==> src/rtl/dacs_defs.svh <==
// Purpose: Constants of the two-channel conversion sequencer
// Assumes: pclk at 10 MHz
// Notes:   Times in ns as printed, cycle counts derived
//
// Behaviour
// Busy ends within 1.75 us (2 us reduced power) outside read-after-convert serial.
// Channel A converts first; its end-of-conversion high lasts at most 1/1.25 us.
// End-of-conversion drops at least 45 ns between channel A and channel B.
// End-of-conversion high for channel B lasts at most 0.75 us.
// Busy falls at least 10 ns after both conversions end.
// Parallel result valid within 1.75/2 us of the convert start fall.
// Parallel result valid at least 14 ns before busy falls.
// Divider code sets least serial clock period 25, 50, 100, 200 ns.
// Divider code sets typical serial clock period 40, 70, 140, 280 ns.
// Serial clock high at least 12, 22, 50, 100 ns per divider code.
// Frame sync leads first serial clock edge by 3 ns (code 00) or 17 ns.
// Read-after-convert busy at most 3.25/4.25/6.25/10.75 us, normal power; the code holds busy 7.9/7.9/7.9/11.1 us.
// Read-after-convert busy at most 3.5/4.5/6.5/11 us, reduced power; the code holds busy 8.0/8.0/8.0/11.2 us.
// Read-during-convert frame sync about 250/500 ns after convert start.
// Read-after-convert frame sync about 0.75/1 us after convert start.
// Busy falls about 25 ns after frame sync ends in serial modes; in read-during-convert the code drops busy while the frame still runs.
// Channel order select high shifts A first, low shifts B first.
// Port select high gives serial output, low gives parallel output.
// Host issues no convert start while busy or a readout runs.
`ifndef DACS_DEFS_SVH
`define DACS_DEFS_SVH

`define DACS_CLK_NS 100
`define DACS_CYC_MIN(ns) ((((ns) + `DACS_CLK_NS - 1) / `DACS_CLK_NS) < 1 ? 1 : (((ns) + `DACS_CLK_NS - 1) / `DACS_CLK_NS))
`define DACS_CYC_MAX(ns) (((ns) / `DACS_CLK_NS) < 1 ? 1 : ((ns) / `DACS_CLK_NS))

// ----------------------------------------------------------------
// Register map and fields
// ----------------------------------------------------------------
`define DACS_OFS_CTRL   12'h000
`define DACS_OFS_STATUS 12'h004
`define DACS_OFS_RESULT 12'h008
`define DACS_CTRL_SER     0
`define DACS_CTRL_AFIRST  1
`define DACS_CTRL_IMPULSE 2
`define DACS_CTRL_RDAFTER 3
`define DACS_CTRL_DIV_LO  4
`define DACS_CTRL_PARA    6
`define DACS_CTRL_RESET   7'h42

// ----------------------------------------------------------------
// Conversion timing
// ----------------------------------------------------------------
`define DACS_BUSY_MAX_NRM_NS 1750
`define DACS_BUSY_MAX_IMP_NS 2000
`define DACS_EOCA_MAX_NRM_NS 1000
`define DACS_EOCA_MAX_IMP_NS 1250
`define DACS_EOC_GAP_MIN_NS  45
`define DACS_EOCB_MAX_NS     750
`define DACS_BUSY_END_MIN_NS 10
`define DACS_DATA_LEAD_NS    14
`define DACS_FS_DC_NRM_NS    250
`define DACS_FS_DC_IMP_NS    500
`define DACS_FS_AC_NRM_NS    750
`define DACS_FS_AC_IMP_NS    1000
`define DACS_FS_BUSY_NS      25

// ----------------------------------------------------------------
// Serial clock timing per divider code
// ----------------------------------------------------------------
`define DACS_SCK_PMIN_NS(c) ((c) == 2'b00 ? 25 : (c) == 2'b01 ? 50 : (c) == 2'b10 ? 100 : 200)
`define DACS_SCK_PTYP_NS(c) ((c) == 2'b00 ? 40 : (c) == 2'b01 ? 70 : (c) == 2'b10 ? 140 : 280)
`define DACS_SCK_HMIN_NS(c) ((c) == 2'b00 ? 12 : (c) == 2'b01 ? 22 : (c) == 2'b10 ? 50 : 100)
`define DACS_FS_LEAD_NS(c)  ((c) == 2'b00 ? 3 : 17)
`define DACS_SER_BITS       32

`endif

==> src/rtl/dacs_pkg.sv <==
// Purpose: Types of the conversion sequencer
// Assumes: Nothing
// Notes:   State of each module is one packed struct
package dacs_pkg;

  typedef enum logic [2:0] {
    CV_IDLE, CV_CONV_A, CV_GAP, CV_CONV_B, CV_TAIL, CV_WAIT_SER, CV_SER_TAIL
  } dacs_cv_t;

  typedef enum logic [2:0] {SR_IDLE, SR_LEAD, SR_LOW, SR_HIGH, SR_END} dacs_sr_t;

  typedef struct packed {
    dacs_cv_t    st;
    logic [3:0]  cnt;
    logic [4:0]  el;
    logic        busy;
    logic        eoc;
    logic        cs_d;
    logic        dc_pend;
    logic        launched;
    logic        ser_go;
    logic [31:0] word;
    logic [6:0]  ctrl;
    logic [15:0] res_a;
    logic [15:0] res_b;
    logic [15:0] dout;
    logic [31:0] prdata;
  } dacs_top_st_t;

  typedef struct packed {
    dacs_sr_t    st;
    logic [1:0]  cnt;
    logic [4:0]  bits;
    logic [31:0] sh;
    logic [1:0]  div;
    logic        sck;
    logic        fs;
    logic        sdo;
    logic        done;
  } dacs_ser_st_t;

  typedef struct packed {
    logic [2:0] ff;
    logic       lvl;
  } dacs_sync_st_t;

endpackage

==> src/rtl/dacs_ser_if.sv <==
// Purpose: Link between sequencer and serial shifter
// Assumes: Single pclk domain
// Notes:   go is a one-cycle pulse, word valid with it
`timescale 1ns/10ps
interface dacs_ser_if;
  logic        go;
  logic [31:0] word;
  logic [1:0]  div;
  logic        active;
  logic        done;
  modport ctl (output go, output word, output div, input active, input done);
  modport ser (input go, input word, input div, output active, output done);
endinterface

==> src/rtl/dacs_sync.sv <==
// Purpose: Pin synchroniser with agreement filter
// Assumes: Pin asynchronous to pclk
// Notes:   Level moves only when stages two and three agree
`timescale 1ns/10ps
module dacs_sync (
  input  wire logic pclk,
  input  wire logic presetn,
  input  wire logic pin,
  output logic      lvl
);
  dacs_pkg::dacs_sync_st_t s_r;
  dacs_pkg::dacs_sync_st_t s_nxt;

  always_comb begin
    s_nxt    = s_r;
    s_nxt.ff = {s_r.ff[1:0], pin};
    if (s_r.ff[1] == s_r.ff[2]) begin
      s_nxt.lvl = s_r.ff[2];
    end
  end

  // Idle high so no false start at reset release
  always_ff @(posedge pclk or negedge presetn) begin
    if (!presetn) begin
      s_r <= '{ff: 3'h7, lvl: 1'b1};
    end else begin
      s_r <= s_nxt;
    end
  end

  assign lvl = s_r.lvl;
endmodule

==> src/rtl/dacs_ser.sv <==
// Purpose: Master serial shifter for both results
// Assumes: Started only when not active
// Notes:   Clock phases of whole pclk cycles
`timescale 1ns/10ps
`include "dacs_defs.svh"
module dacs_ser (
  input  wire logic pclk,
  input  wire logic presetn,
  dacs_ser_if.ser   sif,
  output logic      ser_clk,
  output logic      frame_sync,
  output logic      serial_result_out
);
  dacs_pkg::dacs_ser_st_t s_r;
  dacs_pkg::dacs_ser_st_t s_nxt;
  logic [1:0] hi_c;
  logic [1:0] lo_c;
  logic [1:0] lead_c;

  // Low phase fills typical period, never under the least period
  always_comb begin
    hi_c   = 2'(`DACS_CYC_MIN(`DACS_SCK_HMIN_NS(s_r.div)) - 1);
    lo_c   = 2'(`DACS_CYC_MIN(`DACS_SCK_PTYP_NS(s_r.div)) - 2);
    if (`DACS_CYC_MIN(`DACS_SCK_PMIN_NS(s_r.div)) > `DACS_CYC_MIN(`DACS_SCK_PTYP_NS(s_r.div))) begin
      lo_c = 2'(`DACS_CYC_MIN(`DACS_SCK_PMIN_NS(s_r.div)) - 2);
    end
    if (`DACS_CYC_MIN(`DACS_SCK_PTYP_NS(s_r.div)) < 2) begin
      lo_c = 2'h0;
    end
    lead_c = 2'(`DACS_CYC_MIN(`DACS_FS_LEAD_NS(s_r.div)) - 1);
  end

  always_comb begin
    s_nxt      = s_r;
    s_nxt.done = 1'b0;
    case (s_r.st)
      dacs_pkg::SR_IDLE: begin
        if (sif.go) begin
          s_nxt.sh   = sif.word;
          s_nxt.div  = sif.div;
          s_nxt.fs   = 1'b1;
          s_nxt.bits = 5'h00;
          s_nxt.cnt  = 2'h0;
          s_nxt.st   = dacs_pkg::SR_LEAD;
        end
      end
      dacs_pkg::SR_LEAD: begin
        if (s_r.cnt >= lead_c) begin
          s_nxt.sdo = s_r.sh[31];
          s_nxt.cnt = 2'h0;
          s_nxt.st  = dacs_pkg::SR_LOW;
        end else begin
          s_nxt.cnt = s_r.cnt + 2'h1;
        end
      end
      dacs_pkg::SR_LOW: begin
        if (s_r.cnt >= lo_c) begin
          s_nxt.sck = 1'b1;
          s_nxt.cnt = 2'h0;
          s_nxt.st  = dacs_pkg::SR_HIGH;
        end else begin
          s_nxt.cnt = s_r.cnt + 2'h1;
        end
      end
      dacs_pkg::SR_HIGH: begin
        if (s_r.cnt >= hi_c) begin
          s_nxt.sck  = 1'b0;
          s_nxt.cnt  = 2'h0;
          s_nxt.sh   = {s_r.sh[30:0], 1'b0};
          s_nxt.sdo  = s_r.sh[30];
          s_nxt.bits = s_r.bits + 5'h01;
          s_nxt.st   = (s_r.bits == 5'(`DACS_SER_BITS - 1)) ? dacs_pkg::SR_END : dacs_pkg::SR_LOW;
        end else begin
          s_nxt.cnt = s_r.cnt + 2'h1;
        end
      end
      dacs_pkg::SR_END: begin
        s_nxt.fs   = 1'b0;
        s_nxt.sdo  = 1'b0;
        s_nxt.done = 1'b1;
        s_nxt.st   = dacs_pkg::SR_IDLE;
      end
      default: begin
        s_nxt.st = dacs_pkg::SR_IDLE;
      end
    endcase
  end

  always_ff @(posedge pclk or negedge presetn) begin
    if (!presetn) begin
      s_r <= '0;
    end else begin
      s_r <= s_nxt;
    end
  end

  assign sif.active        = (s_r.st != dacs_pkg::SR_IDLE);
  assign sif.done          = s_r.done;
  assign ser_clk           = s_r.sck;
  assign frame_sync        = s_r.fs;
  assign serial_result_out = s_r.sdo;
endmodule

==> src/rtl/dacs_top.sv <==
// Purpose: Two-channel conversion sequencer with APB control
// Assumes: Results of the converter core arrive on pclk
// Notes:   One conversion at a time, starts during activity dropped
//
// Added by the designer: the address map and the APB slave port.
`timescale 1ns/10ps
`include "dacs_defs.svh"
module dacs_top (
  input  wire logic        pclk,
  input  wire logic        presetn,
  input  wire logic        psel,
  input  wire logic        penable,
  input  wire logic        pwrite,
  input  wire logic [11:0] paddr,
  input  wire logic [31:0] pwdata,
  output logic [31:0]      prdata,
  output logic             pready,
  output logic             pslverr,
  input  wire logic        convert_start_n,
  input  wire logic [15:0] adc_result_a,
  input  wire logic [15:0] adc_result_b,
  output logic             busy,
  output logic             end_of_conv,
  output logic [15:0]      data_out,
  output logic             ser_clk,
  output logic             frame_sync,
  output logic             serial_result_out
);

  // ----------------------------------------------------------------
  // Derived cycle counts
  // ----------------------------------------------------------------
  // Phases use half their limit so the pin synchroniser fits the busy budget
  localparam int CONV_A_NRM = `DACS_CYC_MAX(`DACS_EOCA_MAX_NRM_NS) / 2;
  localparam int CONV_A_IMP = `DACS_CYC_MAX(`DACS_EOCA_MAX_IMP_NS) / 2;
  localparam int CONV_B     = `DACS_CYC_MAX(`DACS_EOCB_MAX_NS) / 2;
  localparam int GAP_CYC    = `DACS_CYC_MIN(`DACS_EOC_GAP_MIN_NS);
  localparam int TAIL_A     = `DACS_CYC_MIN(`DACS_BUSY_END_MIN_NS);
  localparam int TAIL_B     = `DACS_CYC_MIN(`DACS_DATA_LEAD_NS);
  localparam int TAIL_CYC   = (TAIL_A > TAIL_B) ? TAIL_A : TAIL_B;
  localparam int FS_DC_NRM  = `DACS_CYC_MIN(`DACS_FS_DC_NRM_NS);
  localparam int FS_DC_IMP  = `DACS_CYC_MIN(`DACS_FS_DC_IMP_NS);
  localparam int FS_AC_NRM  = `DACS_CYC_MIN(`DACS_FS_AC_NRM_NS);
  localparam int FS_AC_IMP  = `DACS_CYC_MIN(`DACS_FS_AC_IMP_NS);
  localparam int FS_BUSY    = `DACS_CYC_MIN(`DACS_FS_BUSY_NS);
  localparam int BUSY_NRM   = `DACS_CYC_MAX(`DACS_BUSY_MAX_NRM_NS);
  localparam int BUSY_IMP   = `DACS_CYC_MAX(`DACS_BUSY_MAX_IMP_NS);

  // ----------------------------------------------------------------
  // Pin synchroniser and serial shifter
  // ----------------------------------------------------------------
  logic cs_lvl;
  dacs_ser_if sif ();

  dacs_sync u_sync (
    .pclk    (pclk),
    .presetn (presetn),
    .pin     (convert_start_n),
    .lvl     (cs_lvl)
  );

  dacs_ser u_ser (
    .pclk              (pclk),
    .presetn           (presetn),
    .sif               (sif),
    .ser_clk           (ser_clk),
    .frame_sync        (frame_sync),
    .serial_result_out (serial_result_out)
  );

  // ----------------------------------------------------------------
  // State
  // ----------------------------------------------------------------
  dacs_pkg::dacs_top_st_t s_r;
  dacs_pkg::dacs_top_st_t s_nxt;

  logic        cs_fall;
  logic        ser_mode;
  logic        a_first;
  logic        impulse;
  logic        rd_after;
  logic        par_a;
  logic        apb_setup;
  logic        apb_access;
  logic        addr_ok;
  logic [3:0]  conv_a_c;
  logic [4:0]  fs_dc_c;
  logic [4:0]  fs_ac_c;
  logic [4:0]  busy_lim_c;

  always_comb begin
    ser_mode   = s_r.ctrl[`DACS_CTRL_SER];
    a_first    = s_r.ctrl[`DACS_CTRL_AFIRST];
    impulse    = s_r.ctrl[`DACS_CTRL_IMPULSE];
    rd_after   = s_r.ctrl[`DACS_CTRL_RDAFTER];
    par_a      = s_r.ctrl[`DACS_CTRL_PARA];
    cs_fall    = s_r.cs_d & ~cs_lvl;
    apb_setup  = psel & ~penable;
    apb_access = psel & penable;
    addr_ok    = (paddr == `DACS_OFS_CTRL) || (paddr == `DACS_OFS_STATUS) ||
                 (paddr == `DACS_OFS_RESULT);
    conv_a_c   = impulse ? 4'(CONV_A_IMP) : 4'(CONV_A_NRM);
    fs_dc_c    = impulse ? 5'(FS_DC_IMP) : 5'(FS_DC_NRM);
    fs_ac_c    = impulse ? 5'(FS_AC_IMP) : 5'(FS_AC_NRM);
    busy_lim_c = impulse ? 5'(BUSY_IMP) : 5'(BUSY_NRM);
  end

  // ----------------------------------------------------------------
  // Next state
  // ----------------------------------------------------------------
  always_comb begin
    s_nxt        = s_r;
    s_nxt.ser_go = 1'b0;
    s_nxt.cs_d   = cs_lvl;

    if (s_r.st != dacs_pkg::CV_IDLE && s_r.el != 5'h1f) begin
      s_nxt.el = s_r.el + 5'h01;
    end

    case (s_r.st)
      dacs_pkg::CV_IDLE: begin
        // Starts while a readout still runs are dropped
        if (cs_fall && !sif.active) begin
          s_nxt.busy     = 1'b1;
          s_nxt.eoc      = 1'b1;
          s_nxt.el       = 5'h00;
          s_nxt.cnt      = conv_a_c - 4'h1;
          s_nxt.launched = 1'b0;
          s_nxt.dc_pend  = ser_mode & ~rd_after;
          s_nxt.st       = dacs_pkg::CV_CONV_A;
        end
      end
      dacs_pkg::CV_CONV_A: begin
        if (s_r.cnt == 4'h0) begin
          s_nxt.res_a = adc_result_a;
          s_nxt.eoc   = 1'b0;
          s_nxt.cnt   = 4'(GAP_CYC - 1);
          s_nxt.st    = dacs_pkg::CV_GAP;
        end else begin
          s_nxt.cnt = s_r.cnt - 4'h1;
        end
      end
      dacs_pkg::CV_GAP: begin
        if (s_r.cnt == 4'h0) begin
          s_nxt.eoc = 1'b1;
          s_nxt.cnt = 4'(CONV_B - 1);
          s_nxt.st  = dacs_pkg::CV_CONV_B;
        end else begin
          s_nxt.cnt = s_r.cnt - 4'h1;
        end
      end
      dacs_pkg::CV_CONV_B: begin
        if (s_r.cnt == 4'h0) begin
          s_nxt.res_b = adc_result_b;
          s_nxt.eoc   = 1'b0;
          s_nxt.cnt   = 4'(TAIL_CYC - 1);
          s_nxt.st    = dacs_pkg::CV_TAIL;
        end else begin
          s_nxt.cnt = s_r.cnt - 4'h1;
        end
      end
      dacs_pkg::CV_TAIL: begin
        if (s_r.cnt == 4'h0) begin
          if (ser_mode && rd_after) begin
            s_nxt.st = dacs_pkg::CV_WAIT_SER;
          end else begin
            s_nxt.busy = 1'b0;
            s_nxt.st   = dacs_pkg::CV_IDLE;
          end
        end else begin
          s_nxt.cnt = s_r.cnt - 4'h1;
        end
      end
      dacs_pkg::CV_WAIT_SER: begin
        // Frame waits for the typical delay, and results are always fresh here
        if (!s_r.launched && s_r.el >= fs_ac_c && !sif.active) begin
          s_nxt.ser_go   = 1'b1;
          s_nxt.launched = 1'b1;
          s_nxt.word     = a_first ? {s_r.res_a, s_r.res_b} : {s_r.res_b, s_r.res_a};
        end
        // Done arrives with the frame fall, so the tail is one cycle shorter
        if (s_r.launched && sif.done) begin
          if (FS_BUSY <= 1) begin
            s_nxt.busy = 1'b0;
            s_nxt.st   = dacs_pkg::CV_IDLE;
          end else begin
            s_nxt.cnt = 4'(FS_BUSY - 2);
            s_nxt.st  = dacs_pkg::CV_SER_TAIL;
          end
        end
      end
      dacs_pkg::CV_SER_TAIL: begin
        if (s_r.cnt == 4'h0) begin
          s_nxt.busy = 1'b0;
          s_nxt.st   = dacs_pkg::CV_IDLE;
        end else begin
          s_nxt.cnt = s_r.cnt - 4'h1;
        end
      end
      default: begin
        s_nxt.st   = dacs_pkg::CV_IDLE;
        s_nxt.busy = 1'b0;
        s_nxt.eoc  = 1'b0;
      end
    endcase

    // Read during convert shifts the previous pair out
    if (s_r.dc_pend && s_r.st != dacs_pkg::CV_IDLE && s_r.el >= fs_dc_c) begin
      s_nxt.dc_pend = 1'b0;
      s_nxt.ser_go  = 1'b1;
      s_nxt.word    = a_first ? {s_r.res_a, s_r.res_b} : {s_r.res_b, s_r.res_a};
    end

    // Parallel bus follows the chosen channel, zero in serial mode
    if (ser_mode) begin
      s_nxt.dout = 16'h0000;
    end else begin
      s_nxt.dout = par_a ? s_nxt.res_a : s_nxt.res_b;
    end

    // APB read data captured in the setup phase
    if (apb_setup) begin
      case (paddr)
        `DACS_OFS_CTRL: begin
          s_nxt.prdata = {25'h0000000, s_r.ctrl};
        end
        `DACS_OFS_STATUS: begin
          s_nxt.prdata = {22'h000000, busy_lim_c, sif.active, s_r.dc_pend, frame_sync, s_r.eoc, s_r.busy};
        end
        `DACS_OFS_RESULT: begin
          s_nxt.prdata = {s_r.res_a, s_r.res_b};
        end
        default: begin
          s_nxt.prdata = 32'h00000000;
        end
      endcase
    end

    if (apb_access && pwrite && paddr == `DACS_OFS_CTRL) begin
      s_nxt.ctrl = pwdata[6:0];
    end
  end

  // ----------------------------------------------------------------
  // Registers
  // ----------------------------------------------------------------
  always_ff @(posedge pclk or negedge presetn) begin
    if (!presetn) begin
      s_r      <= '0;
      s_r.st   <= dacs_pkg::CV_IDLE;
      s_r.cs_d <= 1'b1;
      s_r.ctrl <= `DACS_CTRL_RESET;
    end else begin
      s_r <= s_nxt;
    end
  end

  // ----------------------------------------------------------------
  // Outputs
  // ----------------------------------------------------------------
  assign sif.go   = s_r.ser_go;
  assign sif.word = s_r.word;
  assign sif.div  = s_r.ctrl[`DACS_CTRL_DIV_LO + 1:`DACS_CTRL_DIV_LO];

  assign prdata      = s_r.prdata;
  assign pready      = 1'b1;
  assign pslverr     = apb_access & ~addr_ok;
  assign busy        = s_r.busy;
  assign end_of_conv = s_r.eoc;
  assign data_out    = s_r.dout;

endmodule

==> config.mk <==
export PLATFORM = sky130hd
export DESIGN_NAME = dacs_top
export DESIGN_NICKNAME = d
export VERILOG_FILES = /design/src/rtl/dacs_pkg.sv /design/src/rtl/dacs_ser_if.sv /design/src/rtl/dacs_sync.sv /design/src/rtl/dacs_ser.sv /design/src/rtl/dacs_top.sv
export VERILOG_INCLUDE_DIRS = /design/src /design/src/rtl
export SDC_FILE = /design/constraint.sdc
export NUM_CORES = 1
export LEC_CHECK = 0
export BUFFER_PORTS_ARGS = -buffer_cell sky130_fd_sc_hd__buf_2
export CORE_ASPECT_RATIO = 1.25
export CORE_MARGIN = 3
export CORE_UTILIZATION = 33
export CTS_CLUSTER_DIAMETER = 30
export DETAILED_ROUTE_END_ITERATION = 8
export PLACE_DENSITY = 0.51
export SLEW_MARGIN = 10
export SYNTH_ARGS = -nofsm -noshare
export SYNTH_HDL_FRONTEND = slang
export SYNTH_SLANG_ARGS = --single-unit
==> constraint.sdc <==
create_clock -name pclk -period 4.92 [get_ports pclk]
set_clock_uncertainty 0.1 [all_clocks]
set_input_delay 0.492 -clock pclk [delete_from_list [all_inputs] [get_ports pclk]]
set_output_delay 0.492 -clock pclk [all_outputs]
set_load 0.005 [all_outputs]
==> impl_metrics.ini <==
[critical_path]
crit_path_max_incr_delay_ps = 890
worstPathRequired_ps = 5130
worstSetupStartpointType = flop
crit_path_cell_trace = inv_1 -> ha_1 -> nand2_1 -> nand2_1 -> a21oi_1 -> nor2_1 -> ha_1 -> a21oi_1 -> a2111o_1 -> ha_1 -> a2111oi_0 -> nor2_1 -> o21a_1
crit_top_cell = ha_1
cp.arrival_ps = 3780
reg2reg_depth = 13
cp-end-kind = flop
path_class = reg2reg
slowest_stage = a2111oi_0
critPathMaxFanout = 5

[clocking]
clkSinkCount = 189
cts_tree = yes
path_clk_slew_ps = 70
post_cts_buffers = 0
post_cts_resize_count = 0
cts_buffer_depth = 2
cts_root_buf = clkbuf_16
hold_buffers = 0
numCtsBuffers = 17
clk_latency_ps = 430
h-tree-depth = 4

[floorplanning]
coreArea_um2 = 26180
io_pins = 137
die_area_um2 = 28820
die_w_um = 152.4
floorplan.initialDensity_pct = 33.79
fp-row-count = 66
chipHeight_um = 189.0

[synth]
yosysMostFrequentCell = dfrtp_1
synth-main-ff-cell = dfrtp_1
yosysUniqueCellTypes = 57
async_reset_ff_share_pct = 100.0
synthTopCellsByArea = dfrtp_1 51%, mux2_2 8.1%, buf_4 4.2%
synth_top_area_share_pct = 51.49
synth_edf_count = 0
synth_nets = 878
yosys.area.top_type = dfrtp_1
yosys_warnings = 0
synth_area_um2 = 8845
ys_seq_area_share_pct = 53.57
synthCells = 775
synth_top_cells_by_count = 182 x dfrtp_1, 91 x nand2_1, 64 x mux2_2
syn_area_per_cell_um2 = 11.41
ys_ff_latch = 189

[finish]
final_area_um2 = 9978
diodes = 0
fin_nets = 927
fin_cells = 1176
drive_above_1_share_pct = 28.95
syn_to_final_growth_pct = 12.82
utilization_pct = 38.12

[timing]
worst_hold_slack_ps = 67.17
finalMaxSlewViolations = 0
post-route-min-period_ps = 3567
fin_crit_sh_pct = 72.50
tns_ps = 0
max_slew.worst_pin.slew_ps = 1065
worst_slack_ps = 1353
rsz0062_at_grt = false
slew_headroom_pct = 27.13
hold_viol_final = 0
setup_violations = 0
fmax_mhz = 280.4

[detailed_routing]
ant_nets = 0
dr.first_iter.drc_count = 282
dr_total_vias = 5775
totalWireLength_mm = 21.08
wl_per_cell_um = 17.92
routed_via_density = 4.911
drcViolationCount = 0
drt-pass1-iter-count = 4

[power_and_ir_drop]
p_int_mw = 3.557
clkPwrFrac_pct = 28.3
p_sw_mw = 1.666
switching_share_pct = 31.90
p_comb_share_pct = 25.1
ir_drop_uv = 252.3
total_power_mw = 5.223
p_leak_nw = 4.752
p_per_area_nw_per_um2 = 523.4
seqPwrFrac_pct = 46.6

[placement]
place_area_um2 = 9353
hpwl_mm = 14.26
gp_congestion = 0.7616
io_buffers = 110
place_ws_ps = 1367
placedCellCount = 1145

[global_route]
grt-ovfl-total = 0
grt_use_total_pct = 14.88
grt_pass1_wl_mm = 33.82
grt_max_degree = 118
antenna_found_initial = 1
grt_pass1_vias = 5843

[hold_path]
holdPathStages = 1
hold_path_class = in2reg

[run]
max_cap_viol_count = 0

[outcome]
outcome = finished clean
-- registers in the layout, summed over array words and instances (netlist names), 2 cells and up --
name          count
prdata           32
data_out         16
u_ser.s_r        44
sif.word         32
u_sync.s_nxt      2
s_r              50
-- final timing paths --
| kind | from | end | slack, ps |
|---|---|---|---|
| max | u_ser.s_r[4]$_DFFE_PN0P_ | u_ser.ser_clk$_DFFE_PN0P_ | 1350 |
| min | convert_start_n | u_sync.s_nxt[2]$_DFF_PN1_ | 70 |
| max reg2reg | u_ser.s_r[4]$_DFFE_PN0P_ | u_ser.ser_clk$_DFFE_PN0P_ | 1350 |
| min reg2reg | u_sync.s_nxt[2]$_DFF_PN1_ | u_sync.s_nxt[3]$_DFF_PN1_ | 250 |
| max in group asynchronous | presetn | par_a$_DFFE_PN1P_ | 3510 |
| min in group asynchronous | presetn | data_out[6]$_DFF_PN0_ | 90 |
-- routing by layer --
| layer | global-route usage, % | routed length [um] | up-vias | part of all wire [%] |
|---|---|---|---|---|
| met5 | 0 | 0 | - | 0 |
| met4 | 3.291 | 179 | 0 | 0.85 |
| met3 | 2.721 | 848 | 12 | 4.0 |
| met2 | 23.92 | 9957 | 129 | 47 |
| met1 | 21.16 | 10090 | 2865 | 48 |
| li1 | - | - | 2769 | - |
-- layout by cell type (no fill, tap or decap), drive strengths merged, types with 5 or more instances in the layout --
cell    instances
dfrtp         182
buf           119
mux2          102
nand2          91
nor2           52
a22o           40
a31oi          30
o21ai          29
inv            22
ha             21
clkbuf         20
a21oi          18
nand3           9
nor3            7
mux2i           7
a22oi           7
dfstp           7
nand2b          6
nor2b           6
or3             5
-- area by class of cell --
type	count	area, um2
inverters	18	67.56
clock buffers	19	442.9
multi-input cells	478	3487
repair buffers	120	634.4
fillers	2591	16200
well taps	340	425.4
clock inverters	12	182.7
flip-flops and latches	189	4738
-- worst max-delay path: cells and delay by family, from the launching register on --
| family | cells | cell delay, ps |
|---|---|---|
| buf+inv | 1 | 130 |
| simple gates | 4 | 240 |
| flops | 1 | 420 |
| fa+ha+maj | 3 | 880 |
| compound gates | 5 | 1680 |
-- cell families after synthesis --
family | after synthesis | synth area share, %
xor gates and xnor gates | 5 | 0.4951
muxes | 109 | 14.16
and+or+nand+nor | 200 | 10.30
other | 1 | 0.04240
adders and majority gates | 22 | 3.084
AOI/OAI and AO/OA | 141 | 11.08
buffers and inverters | 108 | 7.271
DFF | 189 | 53.57
-- power groups by stage --
| stage | Combinational [mW] | Clock [mW] | Sequential [mW] |
|---|---|---|---|
| 6_report | 1.31 | 1.48 | 2.43 |
| 2_1_floorplan | 1.13 | 0 | 2.26 |
| 4_1_cts | 1.33 | 1.51 | 2.44 |
| 3_5_place_dp | 1.32 | 0 | 2.46 |
| 5_1_grt | 1.50 | 1.59 | 2.50 |
| 3_3_place_gp | 1.30 | 0 | 2.46 |
Power figures use the tool's default switching activity.
